### config.mk
export PLATFORM = sky130hd
export DESIGN_NAME = vlf_video_level_format
export DESIGN_NICKNAME = d
export VERILOG_FILES = /design/src/vlf_video_level_format.v
export VERILOG_INCLUDE_DIRS = /design/src
export SDC_FILE = /design/constraint.sdc
export NUM_CORES = 2
export LEC_CHECK = 0
export BUFFER_PORTS_ARGS = -buffer_cell sky130_fd_sc_hd__buf_2
export CORE_ASPECT_RATIO = 1.75
export CORE_UTILIZATION = 53
export CTS_CLUSTER_DIAMETER = 30
export DETAILED_ROUTE_END_ITERATION = 16
export PLACE_DENSITY = 0.7
export SLEW_MARGIN = 20
export SYNTH_ARGS = -nofsm -noshare
export SYNTH_HDL_FRONTEND = slang
export SYNTH_SLANG_ARGS = --single-unit
### constraint.sdc
create_clock -name clk -period 7.1 [get_ports clk]
set_input_delay 0.71 -clock clk [delete_from_list [all_inputs] [get_ports clk]]
set_output_delay 0.71 -clock clk [all_outputs]
set_load 0.1 [all_outputs]
### src/vlf_regs.vh
// register subaddresses, field positions, reset values and level constants
// assumes a subaddress write/read port in front of the block
`ifndef VLF_REGS_VH
`define VLF_REGS_VH

`define VLF_SUB_HPF        8'h29
`define VLF_HPF_BIT        0
`define VLF_SUB_LT_FIRST   8'h41
`define VLF_SUB_LT_LAST    8'h57
`define VLF_SUB_VERTICAL_LINE_OFFSET_LO    8'h5a
`define VLF_SUB_VERTICAL_LINE_OFFSET_HI    8'h5b
`define VLF_VOFF8_BIT      4
`define VLF_FIELD_OFFSET_BIT_BIT       7

`define VLF_LT_RESET       8'hff
`define VLF_VERTICAL_LINE_OFFSET_RESET     9'h003
`define VLF_HPF_RESET      1'b0

`define VLF_DT_VBI_COMP    4'h6
`define VLF_DT_ACTIVE      4'hf
`define VLF_ENTRY_FIRST    5'h02
`define VLF_ENTRY_REST     5'h18

`define VLF_CLIP_MIN       8'h01
`define VLF_CLIP_MAX       8'hfe
`define VLF_Y9_MAX         9'h1ff
`define VLF_C9_MID         9'h100
`define VLF_LEVEL_MID      8'h80

`define VLF_KY_R           9'h04d
`define VLF_KY_G           9'h096
`define VLF_KY_B           9'h01d
`define VLF_KCB            9'h094
`define VLF_KCR            9'h0bb

`endif

### src/vlf_video_level_format.v
// pixel-rate level, matrix, downformatter and line-type logic plus output fifo
// assumes sync stage supplies line_start/field_start pulses on clk, data on clk
`timescale 1ns/1ps
`include "vlf_regs.vh"

module vlf_fifo #(
    parameter W     = 20,
    parameter DEPTH = 16,
    parameter AW    = 4
) (
    input  wire         clk,
    input  wire         rst_n,
    input  wire         in_valid,
    output wire         in_ready,
    input  wire [W-1:0] in_data,
    output wire         out_valid,
    input  wire         out_ready,
    output wire [W-1:0] out_data,
    output wire [AW:0]  level
);
    reg  [W-1:0] mem_q [0:DEPTH-1];
    reg  [AW-1:0] wr_q;
    reg  [AW-1:0] rd_q;
    reg  [AW:0]   cnt_q;
    wire          push = in_valid & in_ready;
    wire          pop  = out_valid & out_ready;

    assign in_ready  = (cnt_q != DEPTH[AW:0]);
    assign out_valid = (cnt_q != {(AW+1){1'b0}});
    assign out_data  = mem_q[rd_q];
    assign level     = cnt_q;

    always @(posedge clk) begin
        if (push)
            mem_q[wr_q] <= in_data;
    end

    always @(posedge clk) begin
        if (!rst_n) begin
            wr_q  <= {AW{1'b0}};
            rd_q  <= {AW{1'b0}};
            cnt_q <= {(AW+1){1'b0}};
        end else begin
            if (push)
                wr_q <= wr_q + 1'b1;
            if (pop)
                rd_q <= rd_q + 1'b1;
            if (push & ~pop)
                cnt_q <= cnt_q + 1'b1;
            else if (pop & ~push)
                cnt_q <= cnt_q - 1'b1;
        end
    end
endmodule // vlf_fifo

module vlf_video_level_format #(
    parameter FIFO_DEPTH = 16,
    parameter FIFO_AW    = 4,
    parameter DEC_ALIGN  = 4
) (
    input  wire       clk,
    input  wire       rst_n,
    input  wire       reg_wr,
    input  wire [7:0] reg_addr,
    input  wire [7:0] reg_wdata,
    output reg  [7:0] reg_rdata,
    input  wire [7:0] decoder_saturation,
    input  wire [7:0] decoder_contrast,
    input  wire [7:0] decoder_brightness,
    input  wire [7:0] raw_sample_gain,
    input  wire [7:0] raw_sample_offset,
    input  wire [7:0] component_saturation,
    input  wire [7:0] component_contrast,
    input  wire [7:0] component_brightness,
    input  wire       pix_valid,
    output reg        pix_ready,
    input  wire [7:0] dec_y,
    input  wire [7:0] dec_cb,
    input  wire [7:0] dec_cr,
    input  wire [7:0] dec_raw,
    input  wire [8:0] comp_r_y,
    input  wire [8:0] comp_g_cb,
    input  wire [8:0] comp_b_cr,
    input  wire       comp_is_ycbcr,
    input  wire       comp_select,
    input  wire       line_start,
    input  wire       field_start,
    input  wire       field_odd,
    output wire       out_valid,
    input  wire       out_ready,
    output wire [7:0] out_y,
    output wire [7:0] out_c,
    output wire       out_phase,
    output wire       out_raw,
    output wire       out_vbi,
    output reg        raw_line_flag,
    output reg        vbi_line_flag,
    output reg        luma_comb_enable,
    output reg        delay_line_filter_off
);
    localparam NUM_LT = 23;
    localparam FW     = 20;

    // level helpers
    function [7:0] clip8;
        input signed [19:0] v;
        begin
            if (v < $signed({12'h000, `VLF_CLIP_MIN}))
                clip8 = `VLF_CLIP_MIN;
            else if (v > $signed({12'h000, `VLF_CLIP_MAX}))
                clip8 = `VLF_CLIP_MAX;
            else
                clip8 = v[7:0];
        end
    endfunction

    function [7:0] gain_off;
        input [7:0] x;
        input [7:0] g;
        input [7:0] off;
        reg [15:0] m;
        reg signed [19:0] p;
        begin
            m = x * g;
            p = $signed({4'h0, m}) >>> 7;
            gain_off = clip8(p + $signed({12'h000, off}) - $signed({12'h000, `VLF_LEVEL_MID}));
        end
    endfunction

    function [7:0] sat_adj;
        input [7:0] x;
        input [7:0] s;
        reg signed [19:0] d;
        reg signed [19:0] p;
        begin
            d = $signed({12'h000, x}) - $signed({12'h000, `VLF_LEVEL_MID});
            p = (d * $signed({12'h000, s})) >>> 7;
            sat_adj = clip8(p + $signed({12'h000, `VLF_LEVEL_MID}));
        end
    endfunction

    // registers
    reg  [7:0] lt_q [0:NUM_LT-1];
    reg  [8:0] vertical_line_offset_q;
    reg        field_offset_bit_q;
    reg        hpf_en_q;

    genvar gi;
    generate
        for (gi = 0; gi < NUM_LT; gi = gi + 1) begin : g_lt
            always @(posedge clk) begin
                if (!rst_n)
                    lt_q[gi] <= `VLF_LT_RESET;
                else if (reg_wr && reg_addr == `VLF_SUB_LT_FIRST + gi)
                    lt_q[gi] <= reg_wdata;
            end
        end
    endgenerate

    always @(posedge clk) begin
        if (!rst_n) begin
            vertical_line_offset_q   <= `VLF_VERTICAL_LINE_OFFSET_RESET;
            field_offset_bit_q   <= 1'b0;
            hpf_en_q <= `VLF_HPF_RESET;
        end else if (reg_wr) begin
            if (reg_addr == `VLF_SUB_HPF)
                hpf_en_q <= reg_wdata[`VLF_HPF_BIT];
            if (reg_addr == `VLF_SUB_VERTICAL_LINE_OFFSET_LO)
                vertical_line_offset_q[7:0] <= reg_wdata;
            if (reg_addr == `VLF_SUB_VERTICAL_LINE_OFFSET_HI) begin
                vertical_line_offset_q[8] <= reg_wdata[`VLF_VOFF8_BIT];
                field_offset_bit_q    <= reg_wdata[`VLF_FIELD_OFFSET_BIT_BIT];
            end
        end
    end

    wire [7:0] lt_idx = reg_addr - `VLF_SUB_LT_FIRST;
    always @(posedge clk) begin
        if (!rst_n)
            reg_rdata <= 8'h00;
        else if (reg_addr >= `VLF_SUB_LT_FIRST && reg_addr <= `VLF_SUB_LT_LAST)
            reg_rdata <= lt_q[lt_idx[4:0]];
        else if (reg_addr == `VLF_SUB_HPF)
            reg_rdata <= {7'h00, hpf_en_q};
        else if (reg_addr == `VLF_SUB_VERTICAL_LINE_OFFSET_LO)
            reg_rdata <= vertical_line_offset_q[7:0];
        else if (reg_addr == `VLF_SUB_VERTICAL_LINE_OFFSET_HI)
            reg_rdata <= {field_offset_bit_q, 2'b00, vertical_line_offset_q[8], 4'h0};
        else
            reg_rdata <= 8'h00;
    end

    // line counting and data type selection
    reg  [9:0] line_q;
    wire [9:0] field_shift = {9'h000, field_offset_bit_q & ~field_odd};
    wire [9:0] eff_line = line_q - {1'b0, vertical_line_offset_q} - field_shift;
    reg  [4:0] entry;
    always @* begin
        if (eff_line >= {5'h00, `VLF_ENTRY_FIRST} && eff_line < {5'h00, `VLF_ENTRY_REST})
            entry = eff_line[4:0];
        else
            entry = `VLF_ENTRY_REST;
    end
    wire [7:0] entry_val = lt_q[entry - `VLF_ENTRY_FIRST];
    wire [3:0] dtype = field_odd ? entry_val[7:4] : entry_val[3:0];
    wire       is_comp = (dtype == `VLF_DT_VBI_COMP) || (dtype == `VLF_DT_ACTIVE);

    always @(posedge clk) begin
        if (!rst_n) begin
            line_q                <= 10'h000;
            raw_line_flag         <= 1'b0;
            vbi_line_flag         <= 1'b0;
            luma_comb_enable      <= 1'b1;
            delay_line_filter_off <= 1'b0;
        end else begin
            if (field_start)
                line_q <= 10'h001;
            else if (line_start)
                line_q <= line_q + 1'b1;
            if (line_start) begin
                raw_line_flag         <= ~is_comp;
                vbi_line_flag         <= (dtype != `VLF_DT_ACTIVE);
                luma_comb_enable      <= (dtype == `VLF_DT_ACTIVE);
                delay_line_filter_off <= (dtype != `VLF_DT_ACTIVE);
            end
        end
    end

    // decoder level stage
    reg [7:0] dy_q;
    reg [7:0] dcb_q;
    reg [7:0] dcr_q;
    reg [7:0] draw_q;
    always @(posedge clk) begin
        dy_q   <= gain_off(dec_y, decoder_contrast, decoder_brightness);
        dcb_q  <= sat_adj(dec_cb, decoder_saturation);
        dcr_q  <= sat_adj(dec_cr, decoder_saturation);
        draw_q <= gain_off(dec_raw, raw_sample_gain, raw_sample_offset);
    end

    reg [31:0] dec_dl_q [0:DEC_ALIGN-1];
    integer k;
    always @(posedge clk) begin
        dec_dl_q[0] <= {dy_q, dcb_q, dcr_q, draw_q};
        for (k = 1; k < DEC_ALIGN; k = k + 1)
            dec_dl_q[k] <= dec_dl_q[k-1];
    end
    wire [31:0] dec_al = dec_dl_q[DEC_ALIGN-1];

    // rgb to ycbcr matrix, two stages, bypass matched
    reg  [8:0]  m1_y_q;
    reg  [8:0]  m1_r_q;
    reg  [8:0]  m1_b_q;
    reg  [26:0] m1_byp_q;
    reg         m1_sel_q;
    wire [19:0] ysum = comp_r_y * `VLF_KY_R + comp_g_cb * `VLF_KY_G + comp_b_cr * `VLF_KY_B;
    always @(posedge clk) begin
        m1_y_q   <= ysum[16:8];
        m1_r_q   <= comp_r_y;
        m1_b_q   <= comp_b_cr;
        m1_byp_q <= {comp_r_y, comp_g_cb, comp_b_cr};
        m1_sel_q <= comp_is_ycbcr;
    end

    wire signed [19:0] bdiff = $signed({11'h000, m1_b_q}) - $signed({11'h000, m1_y_q});
    wire signed [19:0] rdiff = $signed({11'h000, m1_r_q}) - $signed({11'h000, m1_y_q});
    wire signed [19:0] cbm   = ((bdiff * $signed({11'h000, `VLF_KCB})) >>> 8)
                               + $signed({11'h000, `VLF_C9_MID});
    wire signed [19:0] crm   = ((rdiff * $signed({11'h000, `VLF_KCR})) >>> 8)
                               + $signed({11'h000, `VLF_C9_MID});
    reg [8:0] m2_y_q;
    reg [8:0] m2_cb_q;
    reg [8:0] m2_cr_q;
    always @(posedge clk) begin
        if (m1_sel_q) begin
            m2_y_q  <= m1_byp_q[26:18];
            m2_cb_q <= m1_byp_q[17:9];
            m2_cr_q <= m1_byp_q[8:0];
        end else begin
            m2_y_q  <= m1_y_q;
            m2_cb_q <= cbm[8:0];
            m2_cr_q <= crm[8:0];
        end
    end

    // downformatter: chroma low-pass, luma delay taps and high-pass
    reg  [8:0] cb_t1_q;
    reg  [8:0] cb_t2_q;
    reg  [8:0] cr_t1_q;
    reg  [8:0] cr_t2_q;
    reg  [8:0] y_t1_q;
    reg  [8:0] y_t2_q;
    wire [10:0] cb_sum = {2'b00, m2_cb_q} + {1'b0, cb_t1_q, 1'b0} + {2'b00, cb_t2_q};
    wire [10:0] cr_sum = {2'b00, m2_cr_q} + {1'b0, cr_t1_q, 1'b0} + {2'b00, cr_t2_q};
    wire signed [12:0] hp_edge = $signed({3'b000, y_t1_q, 1'b0})
                                 - $signed({4'h0, m2_y_q}) - $signed({4'h0, y_t2_q});
    wire signed [12:0] hp_raw  = $signed({4'h0, y_t1_q}) + (hp_edge >>> 4);
    reg  [8:0] cb_f_q;
    reg  [8:0] cr_f_q;
    reg  [8:0] cr_d_q;
    reg  [8:0] y_f_q;
    always @(posedge clk) begin
        cb_t1_q <= m2_cb_q;
        cb_t2_q <= cb_t1_q;
        cr_t1_q <= m2_cr_q;
        cr_t2_q <= cr_t1_q;
        y_t1_q  <= m2_y_q;
        y_t2_q  <= y_t1_q;
        cb_f_q  <= cb_sum[10:2];
        cr_f_q  <= cr_sum[10:2];
        cr_d_q  <= cr_f_q;
        if (!hpf_en_q)
            y_f_q <= y_t1_q;
        else if (hp_raw < 0)
            y_f_q <= 9'h000;
        else if (hp_raw > $signed({4'h0, `VLF_Y9_MAX}))
            y_f_q <= `VLF_Y9_MAX;
        else
            y_f_q <= hp_raw[8:0];
    end

    // multiplex phase: 0 = first clock of slot, blue difference
    reg       phase_q;
    reg [8:0] cmux_q;
    reg [8:0] y_m_q;
    reg       phase_m_q;
    always @(posedge clk) begin
        if (!rst_n || line_start)
            phase_q <= 1'b0;
        else
            phase_q <= ~phase_q;
        cmux_q    <= phase_q ? cr_d_q : cb_f_q;
        y_m_q     <= y_f_q;
        phase_m_q <= phase_q;
    end

    // component level stage
    reg [7:0] cy_q;
    reg [7:0] cc_q;
    reg       cphase_q;
    always @(posedge clk) begin
        cy_q     <= gain_off(y_m_q[8:1], component_contrast, component_brightness);
        cc_q     <= sat_adj(cmux_q[8:1], component_saturation);
        cphase_q <= phase_m_q;
    end

    // valid pipeline matching the component latency
    reg [6:0] vld_q;
    always @(posedge clk) begin
        if (!rst_n)
            vld_q <= 7'h00;
        else
            vld_q <= {vld_q[5:0], pix_valid & pix_ready};
    end

    // output selection into fifo
    wire [7:0] dsel_c = cphase_q ? dec_al[15:8] : dec_al[23:16];
    wire [7:0] sel_y  = raw_line_flag ? dec_al[7:0] : (comp_select ? cy_q : dec_al[31:24]);
    wire [7:0] sel_c  = raw_line_flag ? `VLF_LEVEL_MID : (comp_select ? cc_q : dsel_c);
    wire [FW-1:0] fin = {sel_y, sel_c, cphase_q, raw_line_flag, vbi_line_flag, 1'b0};
    wire [FW-1:0] fout;
    wire          fin_ready;
    wire [FIFO_AW:0] flevel;

    vlf_fifo #(
        .W     (FW),
        .DEPTH (FIFO_DEPTH),
        .AW    (FIFO_AW)
    ) u_fifo (
        .clk       (clk),
        .rst_n     (rst_n),
        .in_valid  (vld_q[6]),
        .in_ready  (fin_ready),
        .in_data   (fin),
        .out_valid (out_valid),
        .out_ready (out_ready),
        .out_data  (fout),
        .level     (flevel)
    );

    // stall the source early enough to absorb the pipeline in flight
    always @(posedge clk) begin
        if (!rst_n)
            pix_ready <= 1'b0;
        else
            pix_ready <= fin_ready && ({{(31-FIFO_AW){1'b0}}, flevel} + 32'd9 <= FIFO_DEPTH);
    end

    assign out_y     = fout[19:12];
    assign out_c     = fout[11:4];
    assign out_phase = fout[3];
    assign out_raw   = fout[2];
    assign out_vbi   = fout[1];
endmodule // vlf_video_level_format

## After elaboration in Yosys (flattened, before gate mapping)

Memories as Yosys holds them, arrays and structs flattened. A register that Yosys moved wholly into a read port is not among the register bits.
Index checks and enable logic that the tools add are counted.

- Memory bits (writable): 616
- Register bits after elaboration: 294
- Bits of input ports: 149
- Output and inout bits: 33
- Logic and storage cells: 338
- Memories: 3

- Equality and inequality tests: 30
- Order comparisons: 19
- Bitwise gates (word level): 35
- $mul: 11
- Muxes and demuxes: 125
- Add/sub/neg operators: 35
- Reductions and logical operators: 36

Memories:

| name | depth | bits a word | read ports | clocked after memory_dff | wr ports | RTL line | source |
|---|---|---|---|---|---|---|---|
| u_fifo.mem_q | 16 | 19 | 1 | 1 | 1 | vlf_video_level_format.v:21 | `reg [W-1:0] mem_q [0:DEPTH-1];` |
| lt_q | 23 | 8 | 2 | 0 | 23 | vlf_video_level_format.v:143 | `reg [7:0] lt_q [0:NUM_LT-1];` |
| dec_dl_q | 4 | 32 | 4 | 0 | 4 | vlf_video_level_format.v:241 | `reg [31:0] dec_dl_q [0:DEC_ALIGN-1];` |

Operators by type and width:

| cell | number |
|---|---|
| $mux W8 | 38 |
| $eq A8 B7 Y1 const B | 25 |
| $mux W1 | 74 |
| $mux W9 | 7 |
| $mul A9 B9 Y18 | 3 |
| $mul A8 B8 Y16 | 3 |
| $add A11 B9 Y12 const B | 3 |
| $gt A12 B9 Y1 const B | 3 |
| $lt A12 B2 Y1 const B | 3 |
| $gt A11 B9 Y1 const B | 3 |
| $lt A11 B2 Y1 const B | 3 |
| $sub A10 B8 Y11 const B | 3 |
| $mul A9 B7 Y16 const B | 2 |
| $add A9 B8 Y10 | 3 |
| $sub A8 B8 Y9 const B | 3 |
| $logic_and A1 B1 Y1 | 26 |
| $or A1 B1 Y1 | 23 |
| $add A11 B9 Y11 | 2 |
| $add A9 B10 Y11 | 2 |
| $sub A9 B9 Y10 | 2 |
| $add A9 B9 Y9 const B | 2 |
| $add A16 B17 Y17 | 1 |
| $add A17 B14 Y17 | 1 |
| $mul A10 B9 Y17 const B | 1 |
| 35 further kinds | 55 |

## Longest topological paths before layout

An unclocked memory read counts as a cell.

- Depth in word-level cells: 12
- Mapped depth: 31
- Gate-level depth less buffers: 31

## Cells and area by module

A second synthesis with hierarchy kept.

- Cell total of the unflattened synthesis: 4983
- Area total of the unflattened synthesis: 57042.2 µm²

Modules (own cells, without submodules):

| module | area an instance (µm²) | cells each | times used | seq. area each (µm²) |
|---|---|---|---|---|
| vlf_video_level_format | 44117.3 | 4384 | 1 | 13232.7 |
| vlf_fifo | 12924.9 | 599 | 1 | 9949.5 |

## Worst setup path before layout

OpenSTA, ideal clock, no wires.

- Kind: input-to-reg
- Start: in dec_raw[1]
- End: reg draw_q[0]
- Library setup time: 0.114 ns
- Required time: 6.986 ns
- Setup slack: 0.513 ns
- Path buffers: 0
- Cell stages on the path: 27
- Arrival: 6.473 ns
- Cell sequence: and2_1 fa_1 fa_1 inv_1 fa_1 inv_1 fa_1 ha_1 a21oi_1 o21bai_1 a21oi_1 o21bai_1 a21oi_1 nor2b_1 nor2_1 xnor2_1 ha_1 ha_1 a21oi_1 o21bai_1 a21oi_1 mux2i_1 o32ai_1 mux2i_1 o32ai_1 a211o_1 a21o_1

- Cells in the longest elaborated chain, start to end: 5
- Elaborated cells on any way between the ends: 6
- Classes of those cells: add/sub: 2; mul: 1; order compare: 2; mux: 1

RTL lines:

| item | RTL line | source |
|---|---|---|
| start, declared | vlf_video_level_format.v:80 | `input wire [7:0] dec_raw,` |
| $mul A8 B8 Y16 * | vlf_video_level_format.v:124 | `m = x * g;` |
| $add A9 B8 Y10 * | vlf_video_level_format.v:126 | `` gain_off = clip8(p + $signed({12'h000, off}) - $signed({12'h000, `VLF_LEVEL_MID})); `` |
| $sub A10 B8 Y11 * | vlf_video_level_format.v:126 |  |
| $gt A11 B9 Y1 | vlf_video_level_format.v:110 | `` else if (v > $signed({12'h000, `VLF_CLIP_MAX})) `` |
| $mux W8 | vlf_video_level_format.v:110 |  |
| end signal, assigned | vlf_video_level_format.v:238 | `draw_q <= gain_off(dec_raw, raw_sample_gain, raw_sample_offset);` |
| end, declared | vlf_video_level_format.v:233 | `reg [7:0] draw_q;` |

Mark *: on every way between the ends. The rest lies on a longest branch, timed or not.
A chain may end at the register's enable or synchronous reset.

## Worst setup path in the final report

- Start: reg m1_y_q[0]
- End: reg m2_cr_q[8]

- Cells in the longest elaborated chain, start to end: 4

RTL lines:

| item | RTL line | source |
|---|---|---|
| start, declared | vlf_video_level_format.v:251 | `reg [8:0] m1_y_q;` |
| start signal, assigned | vlf_video_level_format.v:258 | `m1_y_q <= ysum[16:8];` |
| $sub A9 B9 Y10 | vlf_video_level_format.v:266 | `wire signed [19:0] rdiff = $signed({11'h000, m1_r_q}) - $signed({11'h000, m1_y_q});` |
| $mul A10 B9 Y17 | vlf_video_level_format.v:269 | `` wire signed [19:0] crm = ((rdiff * $signed({11'h000, `VLF_KCR})) >>> 8) `` |
| $add A9 B9 Y9 | vlf_video_level_format.v:269 |  |
| $mux W9 | vlf_video_level_format.v:275 | `if (m1_sel_q) begin` |
| end signal, assigned | vlf_video_level_format.v:278 | `m2_cr_q <= m1_byp_q[8:0];` |
| end signal, assigned | vlf_video_level_format.v:282 | `m2_cr_q <= crm[8:0];` |
| end, declared | vlf_video_level_format.v:273 | `reg [8:0] m2_cr_q;` |

Every way passes these cells.

==> reports/results.txt <==
Top post-synthesis cells by area: edfxtp_1 26%, dfxtp_1 14%, fa_1 14%
Crit path launch type: flop
Synth cell types: 94
Syn Nets: 5972
Synth area leader: edfxtp_1
Clk_lat worst skew: 760 ps
Max-slew headroom: 19.5%
Slew Limit Fails: 0
WS Path Type: flop to flop
Core area: 106000 um2
CTS tree: yes
Post-CTS Resized: 0
Initial drt markers: 2182
Drt first pass iters: 8
Hold-fix buffers at CTS: 0
Buffers & Inverters on Critical Path: 3
Most used DFF post-synth: edfxtp_1
Area Overhead vs Synth: 12.4%
Design Area, Final: 63600 um2
Outcome: finished, final reports clean
CP Max Fanout: 3
CTS Sinks: 890
Top post-synthesis cells by count: 736 x inv_1, 499 x ha_1, 488 x edfxtp_1
Delay-heaviest family, CP: adder cells
Cell row count: 158
Via count: 37229
Min-delay src: comp_is_ycbcr
GRT Residual Overflow: 0
Post-synth EDFFs: 488
Cell count after synthesis: 4923
Final Setup Violations: 0
H-tree depth: 3
Crit path from: m1_y_q[0]
Sequential element share of the synthesized area: 40.1%
Most common cell in the netlist: inv_1
Height of the chip: 434 um
Worst-case clock buffer depth: 3
Layout Cells excl Fill: 6632
Fin. Hold Viols: 0
Setup ws final: 473 ps
Detailed Place HPWL: 101000 um
Clk_skew: 86.5 ps
Boundary pin count: 182
Yosys warnings: 0
Final Critical Period: 6630 ps
Slowest cell on crit path: fa_1
Wire length per cell: 20.3 um
Placed Cells: 6412
#FFs+latches synth: 890
Critical Path AT: 7270 ps
Gr usage total: 25.5%
Post CTS Setup Buffer Count: 0
Antenna-violating nets left: 0
Avg Cell Area, Syn: 11.5 um2
Max Cap Violations: 0
Max Clk Rate: 0.151 GHz
Worst min-delay path class: input pin to flop
RR Startpoint: m1_y_q[0]
Clk pin slew, worst setup/hold paths: 60 ps
DP Area: 59500 um2
Root buf cell: clkbuf_16
Max stage delay on crit path: 550 ps
Hold Path Cell Cnt: 1
Netlist Area Pre-Place: 56600 um2
GP Congestion: 1.01
Dpl ws: -150 ps
Number of CTS-inserted buffers: 114
Die ar.: 108000 um2
Largest net degree at the start of global routing: 80
Vias in the first global route: 39194
Starting Density: 53.4%
R2r worst-path depth: 26
Worst slew pin tran: 1190 ps
Asr flop ratio synth: 0%
First-pass GRT wire length: 211000 um
Fin nets: 6217
Detailed-route DRC error count: 0
Total wire length: 135000 um
Top-area cell type share of the netlist area: 25.9%
Die width: 249 um
RSZ-0062 raised after global routing: no
Worst Setup End Kind: flop
Final worst-path cycle share: 93.3%
Initial antenna violation count: 7
WP data required: 7740 ps
Worst path most repeated cell: a21oi_1
Stages on worst setup path: 26
I/O Buffers: 181
Vias per inst: 5.61
Layout cells sized above 1: 16.5%
==> routing by layer <==
metal	GRT usage [%]	up-vias	routed length [um]
li1	-	17258	-
met2	50.5	1154	75100
met3	3.77	389	6880
met5	0	-	42
met1	25.2	18420	45300
met4	13.7	8	7320
==> state kept, by name, indices dropped and copies added, names as in the netlist, 9 cells and up, named ones only <==
name and count:
m1_byp_q 27, dec_dl_q 128, cr_t1_q 9, m2_y_q 9, m2_cb_q 9, y_t2_q 9
y_t1_q 9, cb_t1_q 9, line_q 10, lt_q 184, m2_cr_q 9, u_fifo.mem_q 304
cr_t2_q 9, vertical_line_offset_q 9, cb_t2_q 9, m1_y_q 9
==> final cells by class <==
class,instances,area [um2]
tap,1360,1700
multi-input combinational,3161,30700
clock buffer,122,2930
timing repair buffer,263,1550
fill,8510,42300
antenna,4,10.0
inverter,738,2770
sequential,890,22700
clock inverter,94,1230
==> through the flow <==
| step | utilization, % | setup TNS, ps | hold slack [ps] |
|---|---|---|---|
| 3_3_place_gp | 56.1 | -91.3 | 310 |
| 2_1_floorplan | - | 0 | 310 |
| 3_5_place_dp | 56.1 | -1120 | 312 |
| 4_1_cts | 60.1 | 0 | 54.9 |
| 5_1_grt | 60.1 | 0 | 69.7 |
| 6_report | 60.1 | 0 | 99.2 |
==> cells in the final DEF (no fill, tap or decap), drive strengths merged, types with 11 or more instances in the layout <==
cell type	netlist	layout
inv	738	769
ha	499	499
edfxtp	488	488
dfxtp	402	402
fa	401	401
nand2	283	283
and2	280	280
buf	32	263
or2	191	191
nor2	189	189
a21oi	166	166
mux4	144	144
o21ai	138	138
xnor2	136	136
clkbuf	102	122
mux2i	64	64
nor2b	54	54
clkinv	0	52
nand3	49	49
xor2	48	48
nor3	47	47
a21o	42	42
nand2b	36	36
o21a	31	31
a211oi	29	29
o21bai	25	25
a21boi	24	24
a221oi	22	22
o211ai	20	20
nand4	19	19
a31oi	19	19
and3	19	19
or3	16	16
mux2	15	15
nor4	11	11
==> final timing paths <==
kind | to | slack [ps]
worst max register to register | m2_cr_q[8] | 470
worst min register to register | cr_d_q[7] | 290
worst max-delay path | m2_cr_q[8] | 470
worst min-delay path | m1_sel_q | 100
==> logic make-up after synthesis <==
kind of cell | after synthesis | synth area share [%]
mux | 223 | 7.16
simple gates | 1226 | 11.5
xor+xnor | 184 | 2.85
buf+inv | 872 | 5.84
compound gates | 628 | 7.39
fa+ha+maj | 900 | 25.2
flops | 890 | 40.1
Power is not shown: default switching activity piles up to over one toggle a cycle in this logic, so the estimate is an artifact.
